**src/ued_pkg.sv**
```systemverilog
// Shared constants and carrier types for the endpoint transfer sequencer.
// Assumes one 20 MHz clock and a link engine that decodes bus packets.
package ued_pkg;

  // ************
  // Sizes and positions
  // ************
  localparam int NUM_EP   = 9;   // Endpoints 0..7 plus the iso endpoint 8.
  localparam int ISO_EP   = 8;
  localparam int EP_W     = 4;
  localparam int PTR_W    = 32;
  localparam int CNT_W    = 10;  // Iso transfers reach 1023 bytes.
  localparam int ADDR_W   = 7;
  localparam int SETUP_N  = 8;
  localparam logic [2:0] SETUP_LAST = 3'h7;
  localparam int SETUP_TYPE  = 0;
  localparam int SETUP_CODE  = 1;
  localparam int SETUP_VAL_L = 2;
  localparam logic [7:0] STD_DEVICE_OUT  = 8'h00;
  localparam logic [7:0] REQ_SET_ADDRESS = 8'h05;
  localparam logic [ADDR_W-1:0] ADDR_RESET = 7'h00;
  localparam int CAUSE_CRC     = 0;
  localparam int CAUSE_SUSPEND = 1;
  localparam int CAUSE_RESUME  = 2;
  localparam int CAUSE_W       = 3;

  // ************
  // Carrier types
  // ************
  typedef enum logic [1:0] {
    TOK_SETUP, TOK_IN, TOK_OUT, TOK_IN_ACK
  } ued_token_kind_type;

  typedef enum logic [1:0] {
    RESP_NONE, RESP_ACK, RESP_NAK, RESP_STALL
  } ued_resp_type;

  typedef struct packed {
    logic               valid;
    ued_token_kind_type kind;
    logic [EP_W-1:0]    ep;
    logic [CNT_W-1:0]   size;
  } ued_token_type;

  typedef struct packed {
    logic [NUM_EP-1:0] start_in_transfer_task;
    logic [NUM_EP-1:0] start_out_transfer_task;
    logic              ctrl_receive_out_task;
    logic              ctrl_status_stage_task;
    logic              ctrl_stall_task;
  } ued_tasks_type;

  typedef struct packed {
    logic              values_latched_event;
    logic [NUM_EP-1:0] in_transfer_end_event;
    logic [NUM_EP-1:0] out_transfer_end_event;
    logic              data_ack_event;
    logic              ctrl_data_done_event;
    logic              ctrl_setup_received_event;
    logic              general_bus_event;
  } ued_events_type;

  typedef logic [SETUP_N-1:0][7:0] ued_setup_type;

endpackage : ued_pkg

```
**src/ued_dma_mover.sv**
```systemverilog
// Byte mover that walks one buffer over the memory port.
// Assumes the memory answers each request with a one-cycle acknowledge.
`timescale 1ns/1ps
module ued_dma_mover #(
  parameter int PTR_W = ued_pkg::PTR_W,
  parameter int CNT_W = ued_pkg::CNT_W
) (
  input  wire logic             clk_in,
  input  wire logic             reset_n_in,
  input  wire logic             start_in,
  input  wire logic             write_in,
  input  wire logic [PTR_W-1:0] ptr_in,
  input  wire logic [CNT_W-1:0] count_in,
  input  wire logic             mem_ack_in,
  output logic                  mem_req_out,
  output logic                  mem_write_out,
  output logic [PTR_W-1:0]      mem_addr_out,
  output logic                  done_out,
  output logic [CNT_W-1:0]      moved_out
);
  import ued_pkg::*;

  typedef struct packed {
    logic             req;
    logic             wr;
    logic [PTR_W-1:0] addr;
    logic [CNT_W-1:0] left;
    logic [CNT_W-1:0] moved;
    logic             done;
  } ued_mover_type;

  ued_mover_type st;
  ued_mover_type next_st;

  // A zero-length buffer still ends with a done pulse one cycle on.
  always_comb begin
    next_st = st;
    next_st.done = 1'b0;
    if (start_in) begin
      next_st.addr  = ptr_in;
      next_st.left  = count_in;
      next_st.moved = '0;
      next_st.wr    = write_in;
      next_st.req   = (count_in != '0);
      next_st.done  = (count_in == '0);
    end else if (st.req && mem_ack_in) begin
      next_st.addr  = st.addr + PTR_W'(1);
      next_st.left  = st.left - CNT_W'(1);
      next_st.moved = st.moved + CNT_W'(1);
      if (st.left == CNT_W'(1)) begin
        next_st.req  = 1'b0;
        next_st.done = 1'b1;
      end
    end
  end

  // State register.
  always_ff @(posedge clk_in) begin
    if (!reset_n_in) begin
      st <= '0;
    end else begin
      st <= next_st;
    end
  end

  assign mem_req_out   = st.req;
  assign mem_write_out = st.wr;
  assign mem_addr_out  = st.addr;
  assign done_out      = st.done;
  assign moved_out     = st.moved;

endmodule : ued_dma_mover

```
**src/ued_dma_ctrl.sv**
```systemverilog
// Endpoint transfer sequencer and control endpoint handling.
// Assumes a link engine delivering decoded tokens and setup bytes, and
// software driving tasks as one-cycle pulses on plain ports.
//
// Summary of operation
// - Start task latches pointer and maximum count.
// - IN data offered once memory read ends.
// - Values_latched_event event plus flags after latching.
// - Per-endpoint end event when buffer consumed.
// - Data event and flags per acknowledged transaction.
// - Endpoint zero uses control data done event.
// - Setup bytes held in eight registers.
// - Setup event once setup bytes readable.
// - Amount shows bytes moved last transfer.
// - NAK control tokens until stage prepared.
// - Stall task stalls; new setup overrides.
// - Set address completed here; address exposed.
// - Control read: values_latched_event, IN end, done.
// - Status task, optional shortcut on done.
// - Receive task lets one OUT be acked.
// - Control write: done, values_latched_event, OUT end.
// - NAK further endpoint zero OUT until rearmed.
// - Bus event records its cause.
`timescale 1ns/1ps
module ued_dma_ctrl #(
  parameter int NUM_EP = ued_pkg::NUM_EP,
  parameter int PTR_W  = ued_pkg::PTR_W,
  parameter int CNT_W  = ued_pkg::CNT_W
) (
  input  wire logic                         clk_in,
  input  wire logic                         reset_n_in,
  input  wire ued_pkg::ued_token_type       token_in,
  input  wire logic                         setup_byte_valid_in,
  input  wire logic [7:0]                   setup_byte_in,
  input  wire ued_pkg::ued_tasks_type       tasks_in,
  input  wire logic [NUM_EP-1:0][PTR_W-1:0] in_buffer_pointer_in,
  input  wire logic [NUM_EP-1:0][CNT_W-1:0] in_transfer_max_count_in,
  input  wire logic [NUM_EP-1:0][PTR_W-1:0] out_buffer_pointer_in,
  input  wire logic [NUM_EP-1:0][CNT_W-1:0] out_transfer_max_count_in,
  input  wire logic [NUM_EP-1:0]            out_size_write_in,
  input  wire logic [NUM_EP-1:0]            in_endpoint_enable_mask_in,
  input  wire logic [NUM_EP-1:0]            out_endpoint_enable_mask_in,
  input  wire logic [2*NUM_EP-1:0]          endpoint_halt_control_in,
  input  wire logic                         data_done_status_short_in,
  input  wire logic [2*NUM_EP-1:0]          latched_flags_clear_in,
  input  wire logic [2*NUM_EP-1:0]          data_flags_clear_in,
  input  wire logic [ued_pkg::CAUSE_W-1:0]  cause_set_in,
  input  wire logic [ued_pkg::CAUSE_W-1:0]  cause_clear_in,
  input  wire logic                         mem_ack_in,
  output logic                              mem_req_out,
  output logic                              mem_write_out,
  output logic [PTR_W-1:0]                  mem_addr_out,
  output ued_pkg::ued_resp_type             resp_out,
  output ued_pkg::ued_events_type           events_out,
  output logic [2*NUM_EP-1:0]               latched_endpoint_flags_out,
  output logic [2*NUM_EP-1:0]               data_ack_endpoint_flags_out,
  output logic [NUM_EP-1:0][CNT_W-1:0]      received_out_byte_size_out,
  output logic [NUM_EP-1:0][CNT_W-1:0]      in_amount_out,
  output logic [NUM_EP-1:0][CNT_W-1:0]      out_amount_out,
  output ued_pkg::ued_setup_type            setup_fields_out,
  output logic [ued_pkg::ADDR_W-1:0]        assigned_device_address_out,
  output logic [ued_pkg::CAUSE_W-1:0]       bus_event_cause_out,
  output logic                              busy_out
);
  import ued_pkg::*;

  // ************
  // State
  // ************
  typedef struct packed {
    logic                         busy;
    logic                         go;
    logic                         act_out;
    logic [EP_W-1:0]              act_ep;
    logic [PTR_W-1:0]             act_ptr;
    logic [CNT_W-1:0]             act_cnt;
    logic [NUM_EP-1:0]            in_ready;
    logic [NUM_EP-1:0]            out_armed;
    logic [NUM_EP-1:0]            out_full;
    logic [NUM_EP-1:0][CNT_W-1:0] rx_size;
    logic [NUM_EP-1:0][CNT_W-1:0] amt_in;
    logic [NUM_EP-1:0][CNT_W-1:0] amt_out;
    ued_setup_type                setup;
    logic [2:0]                   setup_idx;
    logic                         setup_busy;
    logic                         ctrl_stall;
    logic                         status_armed;
    logic                         addr_pending;
    logic [ADDR_W-1:0]            address;
    logic [2*NUM_EP-1:0]          latched_flags;
    logic [2*NUM_EP-1:0]          data_flags;
    logic [CAUSE_W-1:0]           cause;
    ued_events_type               ev;
    ued_resp_type                 resp;
  } ued_state_type;

  ued_state_type   st;
  ued_state_type   next_st;
  logic            mover_done;
  logic [CNT_W-1:0] mover_moved;

  // ************
  // Memory mover
  // ************
  // Only addresses and counts are sequenced; data stays in the buffer.
  ued_dma_mover #(
    .PTR_W (PTR_W),
    .CNT_W (CNT_W)
  ) u_mover (
    .clk_in        (clk_in),
    .reset_n_in    (reset_n_in),
    .start_in      (st.go),
    .write_in      (st.act_out),
    .ptr_in        (st.act_ptr),
    .count_in      (st.act_cnt),
    .mem_ack_in    (mem_ack_in),
    .mem_req_out   (mem_req_out),
    .mem_write_out (mem_write_out),
    .mem_addr_out  (mem_addr_out),
    .done_out      (mover_done),
    .moved_out     (mover_moved)
  );

  // ************
  // Next-state logic
  // ************
  // Hardware sets follow the clears, so an event never loses to a clear.
  always_comb begin
    int                 e;
    logic               found;
    logic [EP_W-1:0]    te;
    logic               ep_ok;
    logic               ctl;
    logic [2*NUM_EP-1:0] lset;
    logic [2*NUM_EP-1:0] dset;
    next_st = st;
    e = 0;
    found = 1'b0;
    te = token_in.ep;
    ep_ok = (token_in.ep < EP_W'(NUM_EP));
    ctl = (token_in.ep == '0);
    lset = '0;
    dset = '0;
    next_st.ev = '0;
    next_st.go = 1'b0;
    next_st.resp = RESP_NONE;

    // Bus cause bits stick until cleared; set beats clear.
    next_st.cause = (st.cause & ~cause_clear_in) | cause_set_in;
    next_st.ev.general_bus_event = |cause_set_in;

    // Starts are refused while a transfer runs; software must wait
    // for the end event, so a refused start is simply dropped.
    if (!st.busy) begin
      for (e = 0; e < NUM_EP; e++) begin
        if (!found && tasks_in.start_in_transfer_task[e]) begin
          found = 1'b1;
          next_st.act_out = 1'b0;
          next_st.act_ep  = EP_W'(e);
          next_st.act_ptr = in_buffer_pointer_in[e];
          next_st.act_cnt = in_transfer_max_count_in[e];
          lset[e] = 1'b1;
        end else if (!found && tasks_in.start_out_transfer_task[e]) begin
          found = 1'b1;
          next_st.act_out = 1'b1;
          next_st.act_ep  = EP_W'(e);
          next_st.act_ptr = out_buffer_pointer_in[e];
          // Never write more than the host actually sent.
          next_st.act_cnt = (out_transfer_max_count_in[e] < st.rx_size[e])
                          ? out_transfer_max_count_in[e]
                          : st.rx_size[e];
          lset[NUM_EP+e] = 1'b1;
        end
      end
      if (found) begin
        next_st.busy = 1'b1;
        next_st.go   = 1'b1;
        next_st.ev.values_latched_event = 1'b1;
      end
    end

    // Transfer end: report the amount and release the buffer.
    if (mover_done) begin
      next_st.busy = 1'b0;
      if (!st.act_out) begin
        next_st.amt_in[st.act_ep] = mover_moved;
        next_st.in_ready[st.act_ep] = 1'b1;
        next_st.ev.in_transfer_end_event[st.act_ep] = 1'b1;
      end else begin
        next_st.amt_out[st.act_ep] = mover_moved;
        next_st.out_full[st.act_ep] = 1'b0;
        next_st.ev.out_transfer_end_event[st.act_ep] = 1'b1;
        // Data endpoints reopen on their own; endpoint zero waits.
        if (st.act_ep != '0) begin
          next_st.out_armed[st.act_ep] = 1'b1;
        end
      end
    end

    // Software permission for the next OUT transaction.
    for (e = 0; e < NUM_EP; e++) begin
      if (out_size_write_in[e]) begin
        next_st.out_armed[e] = 1'b1;
        next_st.out_full[e]  = 1'b0;
      end
    end

    // Control endpoint tasks.
    if (tasks_in.ctrl_receive_out_task) begin
      next_st.out_armed[0] = 1'b1;
    end
    if (tasks_in.ctrl_status_stage_task) begin
      next_st.status_armed = 1'b1;
    end
    if (tasks_in.ctrl_stall_task) begin
      next_st.ctrl_stall = 1'b1;
    end

    // Setup byte capture; the event fires with the last byte stored.
    if (setup_byte_valid_in && st.setup_busy) begin
      next_st.setup[st.setup_idx] = setup_byte_in;
      next_st.setup_idx = st.setup_idx + 3'h1;
      if (st.setup_idx == SETUP_LAST) begin
        next_st.setup_busy = 1'b0;
        next_st.ev.ctrl_setup_received_event = 1'b1;
        if (st.setup[SETUP_TYPE] == STD_DEVICE_OUT &&
            st.setup[SETUP_CODE] == REQ_SET_ADDRESS) begin
          next_st.addr_pending = 1'b1;
        end
      end
    end

    // Token handling.
    if (token_in.valid && ep_ok) begin
      unique case (token_in.kind)
        TOK_SETUP: begin
          if (ctl) begin
            // A new setup overrides stall and drops any prepared stage.
            next_st.ctrl_stall   = 1'b0;
            next_st.in_ready[0]  = 1'b0;
            next_st.out_armed[0] = 1'b0;
            next_st.status_armed = 1'b0;
            next_st.addr_pending = 1'b0;
            next_st.setup_busy   = 1'b1;
            next_st.setup_idx    = '0;
            next_st.resp         = RESP_ACK;
          end
        end
        TOK_IN: begin
          if (!in_endpoint_enable_mask_in[te]) begin
            next_st.resp = RESP_NONE;
          end else if ((ctl && st.ctrl_stall) ||
                       (!ctl && endpoint_halt_control_in[te])) begin
            next_st.resp = RESP_STALL;
          end else if (st.in_ready[te] ||
                       (ctl && (st.status_armed || st.addr_pending))) begin
            next_st.resp = RESP_ACK;
          end else begin
            next_st.resp = RESP_NAK;
          end
        end
        TOK_IN_ACK: begin
          if (ctl && st.in_ready[0]) begin
            next_st.in_ready[0] = 1'b0;
            next_st.ev.ctrl_data_done_event = 1'b1;
            if (data_done_status_short_in) begin
              next_st.status_armed = 1'b1;
            end
          end else if (ctl && (st.status_armed || st.addr_pending)) begin
            // Status stage done; a pending address takes effect now.
            next_st.status_armed = 1'b0;
            if (st.addr_pending) begin
              next_st.addr_pending = 1'b0;
              next_st.address = st.setup[SETUP_VAL_L][ADDR_W-1:0];
            end
          end else if (!ctl && st.in_ready[te]) begin
            next_st.in_ready[te] = 1'b0;
            next_st.ev.data_ack_event = 1'b1;
            dset[te] = 1'b1;
          end
        end
        TOK_OUT: begin
          if (!out_endpoint_enable_mask_in[te]) begin
            next_st.resp = RESP_NONE;
          end else if ((ctl && st.ctrl_stall) ||
                       (!ctl && endpoint_halt_control_in[NUM_EP+te])) begin
            next_st.resp = RESP_STALL;
          end else if (ctl && st.status_armed) begin
            next_st.status_armed = 1'b0;
            next_st.resp = RESP_ACK;
          end else if (st.out_armed[te] && !st.out_full[te]) begin
            next_st.out_armed[te] = 1'b0;
            next_st.out_full[te]  = 1'b1;
            next_st.rx_size[te]   = token_in.size;
            next_st.resp = RESP_ACK;
            if (ctl) begin
              next_st.ev.ctrl_data_done_event = 1'b1;
              if (data_done_status_short_in) begin
                next_st.status_armed = 1'b1;
              end
            end else begin
              next_st.ev.data_ack_event = 1'b1;
              dset[NUM_EP+te] = 1'b1;
            end
          end else begin
            next_st.resp = RESP_NAK;
          end
        end
      endcase
    end

    // Sticky flag registers, set winning over clear.
    next_st.latched_flags = (st.latched_flags & ~latched_flags_clear_in)
                          | lset;
    next_st.data_flags = (st.data_flags & ~data_flags_clear_in)
                       | dset;
  end

  // ************
  // State register
  // ************
  // All-zero reset: idle, nothing armed, address zero.
  always_ff @(posedge clk_in) begin
    if (!reset_n_in) begin
      st <= '0;
    end else begin
      st <= next_st;
    end
  end

  // ************
  // Outputs
  // ************
  // Every output below is a field of the state register.
  assign resp_out                    = st.resp;
  assign events_out                  = st.ev;
  assign latched_endpoint_flags_out  = st.latched_flags;
  assign data_ack_endpoint_flags_out = st.data_flags;
  assign received_out_byte_size_out  = st.rx_size;
  assign in_amount_out               = st.amt_in;
  assign out_amount_out              = st.amt_out;
  assign setup_fields_out            = st.setup;
  assign assigned_device_address_out = st.address;
  assign bus_event_cause_out         = st.cause;
  assign busy_out                    = st.busy;

endmodule : ued_dma_ctrl

```
**config.mk**
```make
export PLATFORM = sky130hd
export DESIGN_NAME = ued_dma_ctrl
export DESIGN_NICKNAME = d
export VERILOG_FILES = /design/src/ued_pkg.sv /design/src/ued_dma_mover.sv /design/src/ued_dma_ctrl.sv
export SDC_FILE = /design/constraint.sdc
export NUM_CORES = 2
export LEC_CHECK = 0
export BUFFER_PORTS_ARGS = -buffer_cell sky130_fd_sc_hd__buf_2
export CAP_MARGIN = 10
export CORE_AREA = 3 3 515 517
export CTS_CLUSTER_DIAMETER = 40
export DETAILED_ROUTE_END_ITERATION = 10
export DIE_AREA = 0 0 518 520
export PLACE_DENSITY = 0.4
export SLEW_MARGIN = 20
export SYNTH_ARGS = -nofsm -noshare
export SYNTH_HDL_FRONTEND = slang
export SYNTH_SLANG_ARGS = --single-unit
```
**constraint.sdc**
```tcl
create_clock -name clk_in -period 3.7 [get_ports clk_in]
set_input_delay 0.555 -clock clk_in [delete_from_list [all_inputs] [get_ports clk_in]]
set_output_delay 0.555 -clock clk_in [all_outputs]
set_load 0.01 [all_outputs]
```
# After elaboration in Yosys (flattened, before gate mapping)
# Cells that the tools add are included.
[word_totals]
reg_bits = 543
inputBits = 894
output_inout_bits = 440
word_cells = 406
[classes]
addsub = 5
order_cmp = 19
n_eq_ne = 6
mux = 215
bitwise = 24
reduce_logical = 70
[ops]
columns = ["operator", "count"]
rows = [
  ["$mux 47", 18],
  ["$mux 108", 4],
  ["$bwmux 90", 3],
  ["$mux 18", 10],
  ["$mux 117", 1],
  ["$mux 1", 112],
  ["$mux 10", 11],
  ["$mux 53", 2],
  ["$mux 99", 1],
  ["$lt 10x10->1", 9],
  ["$demux 10 s4", 2],
  ["$bwmux 64", 1],
  ["$mux 49", 1],
  ["$mux 8", 6],
  ["$mux 9", 5],
  ["$and 18x18->18", 2],
  ["$not 18->18", 2],
  ["$or 18x18->18", 2],
  ["$pmux 18 s2", 1],
  ["$logic_and 1x1->1", 33],
  ["$add 32x1->32 const B", 1],
  ["$and 9x9->9", 3],
  ["$mux 27", 1],
  ["$or 9x9->9", 3],
  ["other kinds (53)", 105],
]

# Depth between registers and ports, before layout
[logic_depth]
word_depth = 45
ltp_mapped = 13
mapped_depth_nobuf = 10

# Modules after synthesis
# A second synthesis with hierarchy kept.
[unflattened]
cells_unflattened = 4564
hier_area_um2 = 34638.2
[modules_own_cells]
columns = ["module", "instances", "cells_per_inst", "area_each_um2", "seq_area_each_um2"]
rows = [
  ["ued_dma_ctrl", 1, 4157, 31307.5, 9749.4],
  ["ued_dma_mover", 1, 407, 3330.7, 1101.1],
]

# Worst setup path after synthesis
# No wires, ideal clock.
[synth_timing]
path_kind = "in2reg"
from = "input out_transfer_max_count_in[27] (netlist bit)"
to = "register st[440] (netlist bit)"
t_arrival_ps = 3041
required_ps = 3584
path_slack_ps = 543
stages = 8
n_path_buf = 0
cell_sequence = "ha_1 a2111oi_0 o211a_1 a211oi_2 mux2_2 a2111oi_0 or3b_2 a31o_1"
[synth_between]
elab_chain_cells = 16
[synth_lines]
columns = ["item", "line", "text"]
rows = [
  ["from (decl)", "ued_dma_ctrl.sv:39", "input wire logic [NUM_EP-1:0][CNT_W-1:0] out_transfer_max_count_in,"],
  ["$lt 10x10->1", "ued_dma_ctrl.sv:169", "next_st.act_cnt = (out_transfer_max_count_in[e] < st.rx_size[e])"],
  ["$mux 10", "ued_dma_ctrl.sv:170", "? out_transfer_max_count_in[e]"],
  ["$mux 47", "ued_dma_ctrl.sv:163", "end else if (!found && tasks_in.start_out_transfer_task[e]) begin"],
  ["$mux 47", "ued_dma_ctrl.sv:156", "if (!found && tasks_in.start_in_transfer_task[e]) begin"],
  ["$mux 47", "ued_dma_ctrl.sv:163", ""],
  ["$mux 47", "ued_dma_ctrl.sv:156", ""],
  ["$mux 47", "ued_dma_ctrl.sv:163", ""],
  ["$mux 47", "ued_dma_ctrl.sv:156", ""],
  ["$mux 47", "ued_dma_ctrl.sv:163", ""],
  ["$mux 47", "ued_dma_ctrl.sv:156", ""],
  ["$mux 47", "ued_dma_ctrl.sv:163", ""],
  ["$mux 47", "ued_dma_ctrl.sv:156", ""],
  ["$mux 47", "ued_dma_ctrl.sv:163", ""],
  ["$mux 47", "ued_dma_ctrl.sv:156", ""],
  ["$mux 47", "ued_dma_ctrl.sv:163", ""],
  ["$mux 47", "ued_dma_ctrl.sv:156", ""],
  ["to (signal assigned)", "ued_dma_ctrl.sv:327", "st <= next_st;"],
  ["to (decl)", "ued_dma_ctrl.sv:97", "ued_state_type st;"],
]
# No other way between the ends.
# A chain may end at the register's enable or synchronous reset.

# Final worst setup path
[layout_timing]
from = "register st, in the netlist received_out_byte_size_out[34]"
to = "register st[448] (netlist bit)"
[layout_between]
elab_chain_cells = 14
[layout_lines]
columns = ["item", "line"]
rows = [
  ["$lt 10x10->1", "ued_dma_ctrl.sv:169"],
  ["$mux 10", "ued_dma_ctrl.sv:170"],
  ["$mux 47", "ued_dma_ctrl.sv:163"],
  ["$mux 47", "ued_dma_ctrl.sv:156"],
  ["$mux 47", "ued_dma_ctrl.sv:163"],
  ["$mux 47", "ued_dma_ctrl.sv:156"],
  ["$mux 47", "ued_dma_ctrl.sv:163"],
  ["$mux 47", "ued_dma_ctrl.sv:156"],
  ["$mux 47", "ued_dma_ctrl.sv:163"],
  ["$mux 47", "ued_dma_ctrl.sv:156"],
  ["$mux 47", "ued_dma_ctrl.sv:163"],
  ["$mux 47", "ued_dma_ctrl.sv:156"],
  ["$mux 47", "ued_dma_ctrl.sv:163"],
  ["$mux 47", "ued_dma_ctrl.sv:156"],
]
# No other way between the ends.

==> impl_metrics.toml <==
[hold_path]
hold_path.class = "in2reg"
hp-start = "latched_flags_clear_in[8]"

[final_layout]
fin_area_mm2 = 0.04920
drive_gt1_share_pct = 36.30
final_net_count = 6413
most-common-layout-cells = "1332 x buf_2, 650 x nand2_1, 541 x dfxtp_1"
area_delta_synth_final_pct = 46.87
layout_commonest_cell = "buf_2"

[power]
seqPwrFrac_pct = 27.4
power.internal_mw = 15.96
clkPwrFrac_pct = 61.0
comb_power_share_pct = 11.7
peakVddDrop_mv = 0.4549
power_density_mw_per_mm2 = 451.8
sw_frac_of_total_pct = 28.23
switching_power_mw = 6.276
p_leak_nw = 20.08
p_total_mw = 22.23

[clocking]
cts_buffer_depth = 3
clock-sinks = 542
clk_latency_ns = 0.82
post_cts_buffers = 0
cts_buffers = 144
clockRootBuffer = "clkbuf_16"
clk_pin_slew_ns = 0.05
cts_tree = "done"
htreeDepth = 4

[sta]
period_share_pct = 96.37
fmax_mhz = 280.5
hold_violations = 0
rsz0062_at_grt = "no"
setup_viol = 0
fin_crit_ns = 3.566
final_max_slew_viol_count = 0
worst_pin_slew_ns = 1.130
layout_setup_ws_ns = 0.1344
slew_headroom_pct = 24.52
hold-worst-slack_ns = 0.09012
clock_skew_ns = 0.07399

[routing]
avgViaCountPerCell = 4.321
drt_pass1_iterations = 7
ant_nets = 0
post_drt_wl_per_cell_um = 34.02
drt_iter0_markers = 3628
drcViolationCount = 0
totalWireLength_um = 316200
dr_total_vias = 40160

[critical_path]
crit_path_end_kind = "register"
crit_path_max_incr_delay_ns = 0.56
arrival_ns = 4.23
r2r-start = "received_out_byte_size_out[34]$_SDFFE_PN0P_"
path_class = "reg2reg"
critical_path.max_fanout = 7
slowest_stage = "dfxtp_1"
crit_chain = "inv_1, ha_1, a21o_1, a221oi_1, a21o_2, o221ai_1, a2111oi_1, buf_4, or3b_2, a31o_1"
startpoint = "received_out_byte_size_out[34]$_SDFFE_PN0P_"
required_ns = 4.36
cp-start-kind = "register"

[global_routing]
overflow = 0
grt_pass1_wl_um = 400600
grt_pass1_vias = 38680
grt_max_degree = 163
grt.total_usage_pct = 22.41
antenna_found_initial = 291

[floorplanning]
die_area_mm2 = 0.2694
dieHeight_um = 520
dieWidth_um = 518
ios = 1334
fp-row-count = 188
start_util_pct = 12.81
core_area_mm2 = 0.2616

[synth]
synth-async-reset-ratio_pct = 0
synth_area_leaders = "dfxtp_1 32%, buf_4 9.9%, nand2_1 7.3%, a21oi_1 5.7%, o21ai_0 4.1%"
synth_warnings = 0
yosys.area.top_type = "dfxtp_1"
synth_cell_type_count = 85
synthesis.area_mm2 = 0.03350
ys_ff_latch = 542
yosysTopAreaCellShare_pct = 32.39
synth_fp_nets = 5349
ys.flop_type = "dfxtp_1"
postSynthAreaPerCell_um2 = 7.688
syn_inst = 4358
yosysSeqAreaShare_pct = 32.39
synth-edff-count = 0

[placement]
numPortBuffers = 1333
place_ws_ns = -0.6526
place_congestion = 1.070
dpl_cell_area_mm2 = 0.04281
post-dp-hpwl_um = 267100

[run_status]
outcome = "complete, no violations"

[flow_run]
drv.max_cap_violation_count = 0
-- routing by layer --
layer  vias to the layer above  track usage [%]  wire (µm)
met3                       729            7.510      27430
met4                       132            12.58      20290
met1                     19600            25.45     122000
met5                         -                0        883
li1                      17510                -          -
met2                      2200            36.79     145500
-- worst max-delay path, delay by kind of cell, from the launching register on --
kind | cells | cell delay (ns)
flip-flops | 1 | 0.56
adder cells (fa/ha/maj) | 1 | 0.31
AO/OA/AOI/OAI | 6 | 1.74
buffers and inverters | 2 | 0.35
AND/OR/NAND/NOR | 1 | 0.47
-- final timing paths --
check	to	slack (ns)	cells after the start
worst max register to register	st[448]$_SDFFE_PN0P_	0.13	10
worst min-delay path	latched_endpoint_flags_out[8]$_SDFF_PN0_	0.09	4
worst min register to register	in_amount_out[20]$_SDFFE_PN0P_	0.45	2
worst max-delay path	st[448]$_SDFFE_PN0P_	0.13	10
-- synth_stat cells (8+ instances only) --
library cell,instances
nand2_1,655
dfxtp_1,542
buf_4,440
a21oi_1,383
o21ai_0,274
nor2_1,273
clkbuf_1,270
nand3_1,161
inv_1,144
mux2i_1,116
ha_1,97
and3_1,77
a31oi_1,71
a211oi_1,62
o211ai_1,48
o221ai_1,46
mux2_2,45
nor3_1,45
a22oi_1,40
a221o_1,39
o22ai_1,36
a222oi_1,35
nand2b_1,31
buf_1,28
buf_2,22
nand4_1,21
xor2_1,21
xnor2_1,20
and2_1,19
nand3b_1,18
a221oi_1,17
nor2b_1,17
mux4_2,14
or3_1,14
a311oi_1,13
and4_1,11
nor4_1,11
a21o_1,10
o2bb2ai_1,10
or2_2,10
a2111oi_0,9
a311o_1,8
nor3b_1,8
-- cells by family after synthesis --
group | Yosys count | synth area share, %
buf+inv | 911 | 15.27
simple gates | 1403 | 18.99
mux | 175 | 5.919
xor+xnor | 41 | 1.072
fa+ha+maj | 97 | 3.623
flops | 542 | 32.39
compound gates | 1189 | 22.74
-- flip-flops by register name, indices dropped and copies added, names as in the netlist --
signal                       flops
data_ack_endpoint_flags_out     18
bus_event_cause_out              3
u_mover.moved_out               10
latched_endpoint_flags_out      18
st                              82
u_mover.mem_addr_out            32
in_amount_out                   90
events_out                      22
u_mover.mem_req_out              1
assigned_device_address_out      7
u_mover.done_out                 1
setup_fields_out                64
out_amount_out                  90
resp_out                         2
u_mover.mem_write_out            1
u_mover.st                      10
busy_out                         1
received_out_byte_size_out      90
-- area by class of cell --
type	count	area, µm²
Clock buffer	185	3969
Timing Repair Buffer	1681	9828
Tap cell	3515	4398
Sequential cell	542	10850
Inverter	148	563.0
Antenna cell	236	590.6
Clock inverter	82	1294
Multi-Input combinational cell	2905	17710
Fill cell	29910	212400
-- what timing repair did --
action,4_1_cts,5_1_grt
endpoints found under the hold margin,48,0
hold buffers,50,0
gates resized for setup,3,7
endpoints found under the setup margin,5,5
-- power by group through the flow --
stage | Sequential, mW | Clock (mW) | Combinational (mW)
5_1_grt | 6.09 | 14.1 | 2.73
2_1_floorplan | 6.12 | 0 | 0.957
6_report | 6.08 | 13.6 | 2.59
4_1_cts | 6.08 | 13.9 | 2.60
3_3_place_gp | 6.19 | 0 | 2.56
3_5_place_dp | 6.19 | 0 | 2.54
-- per-stage QoR --
stage / TNS [ns] / utilization (%) / cells
2_1_floorplan: 0 / - / 4358
3_3_place_gp: -11.11 / 16.35 / 8737
3_5_place_dp: -6.649 / 16.37 / 8741
4_1_cts: 0 / 18.57 / 9058
5_1_grt: 0 / 18.75 / 9234
6_report: 0 / 18.81 / 9294
(Power assumes the default switching activity.)
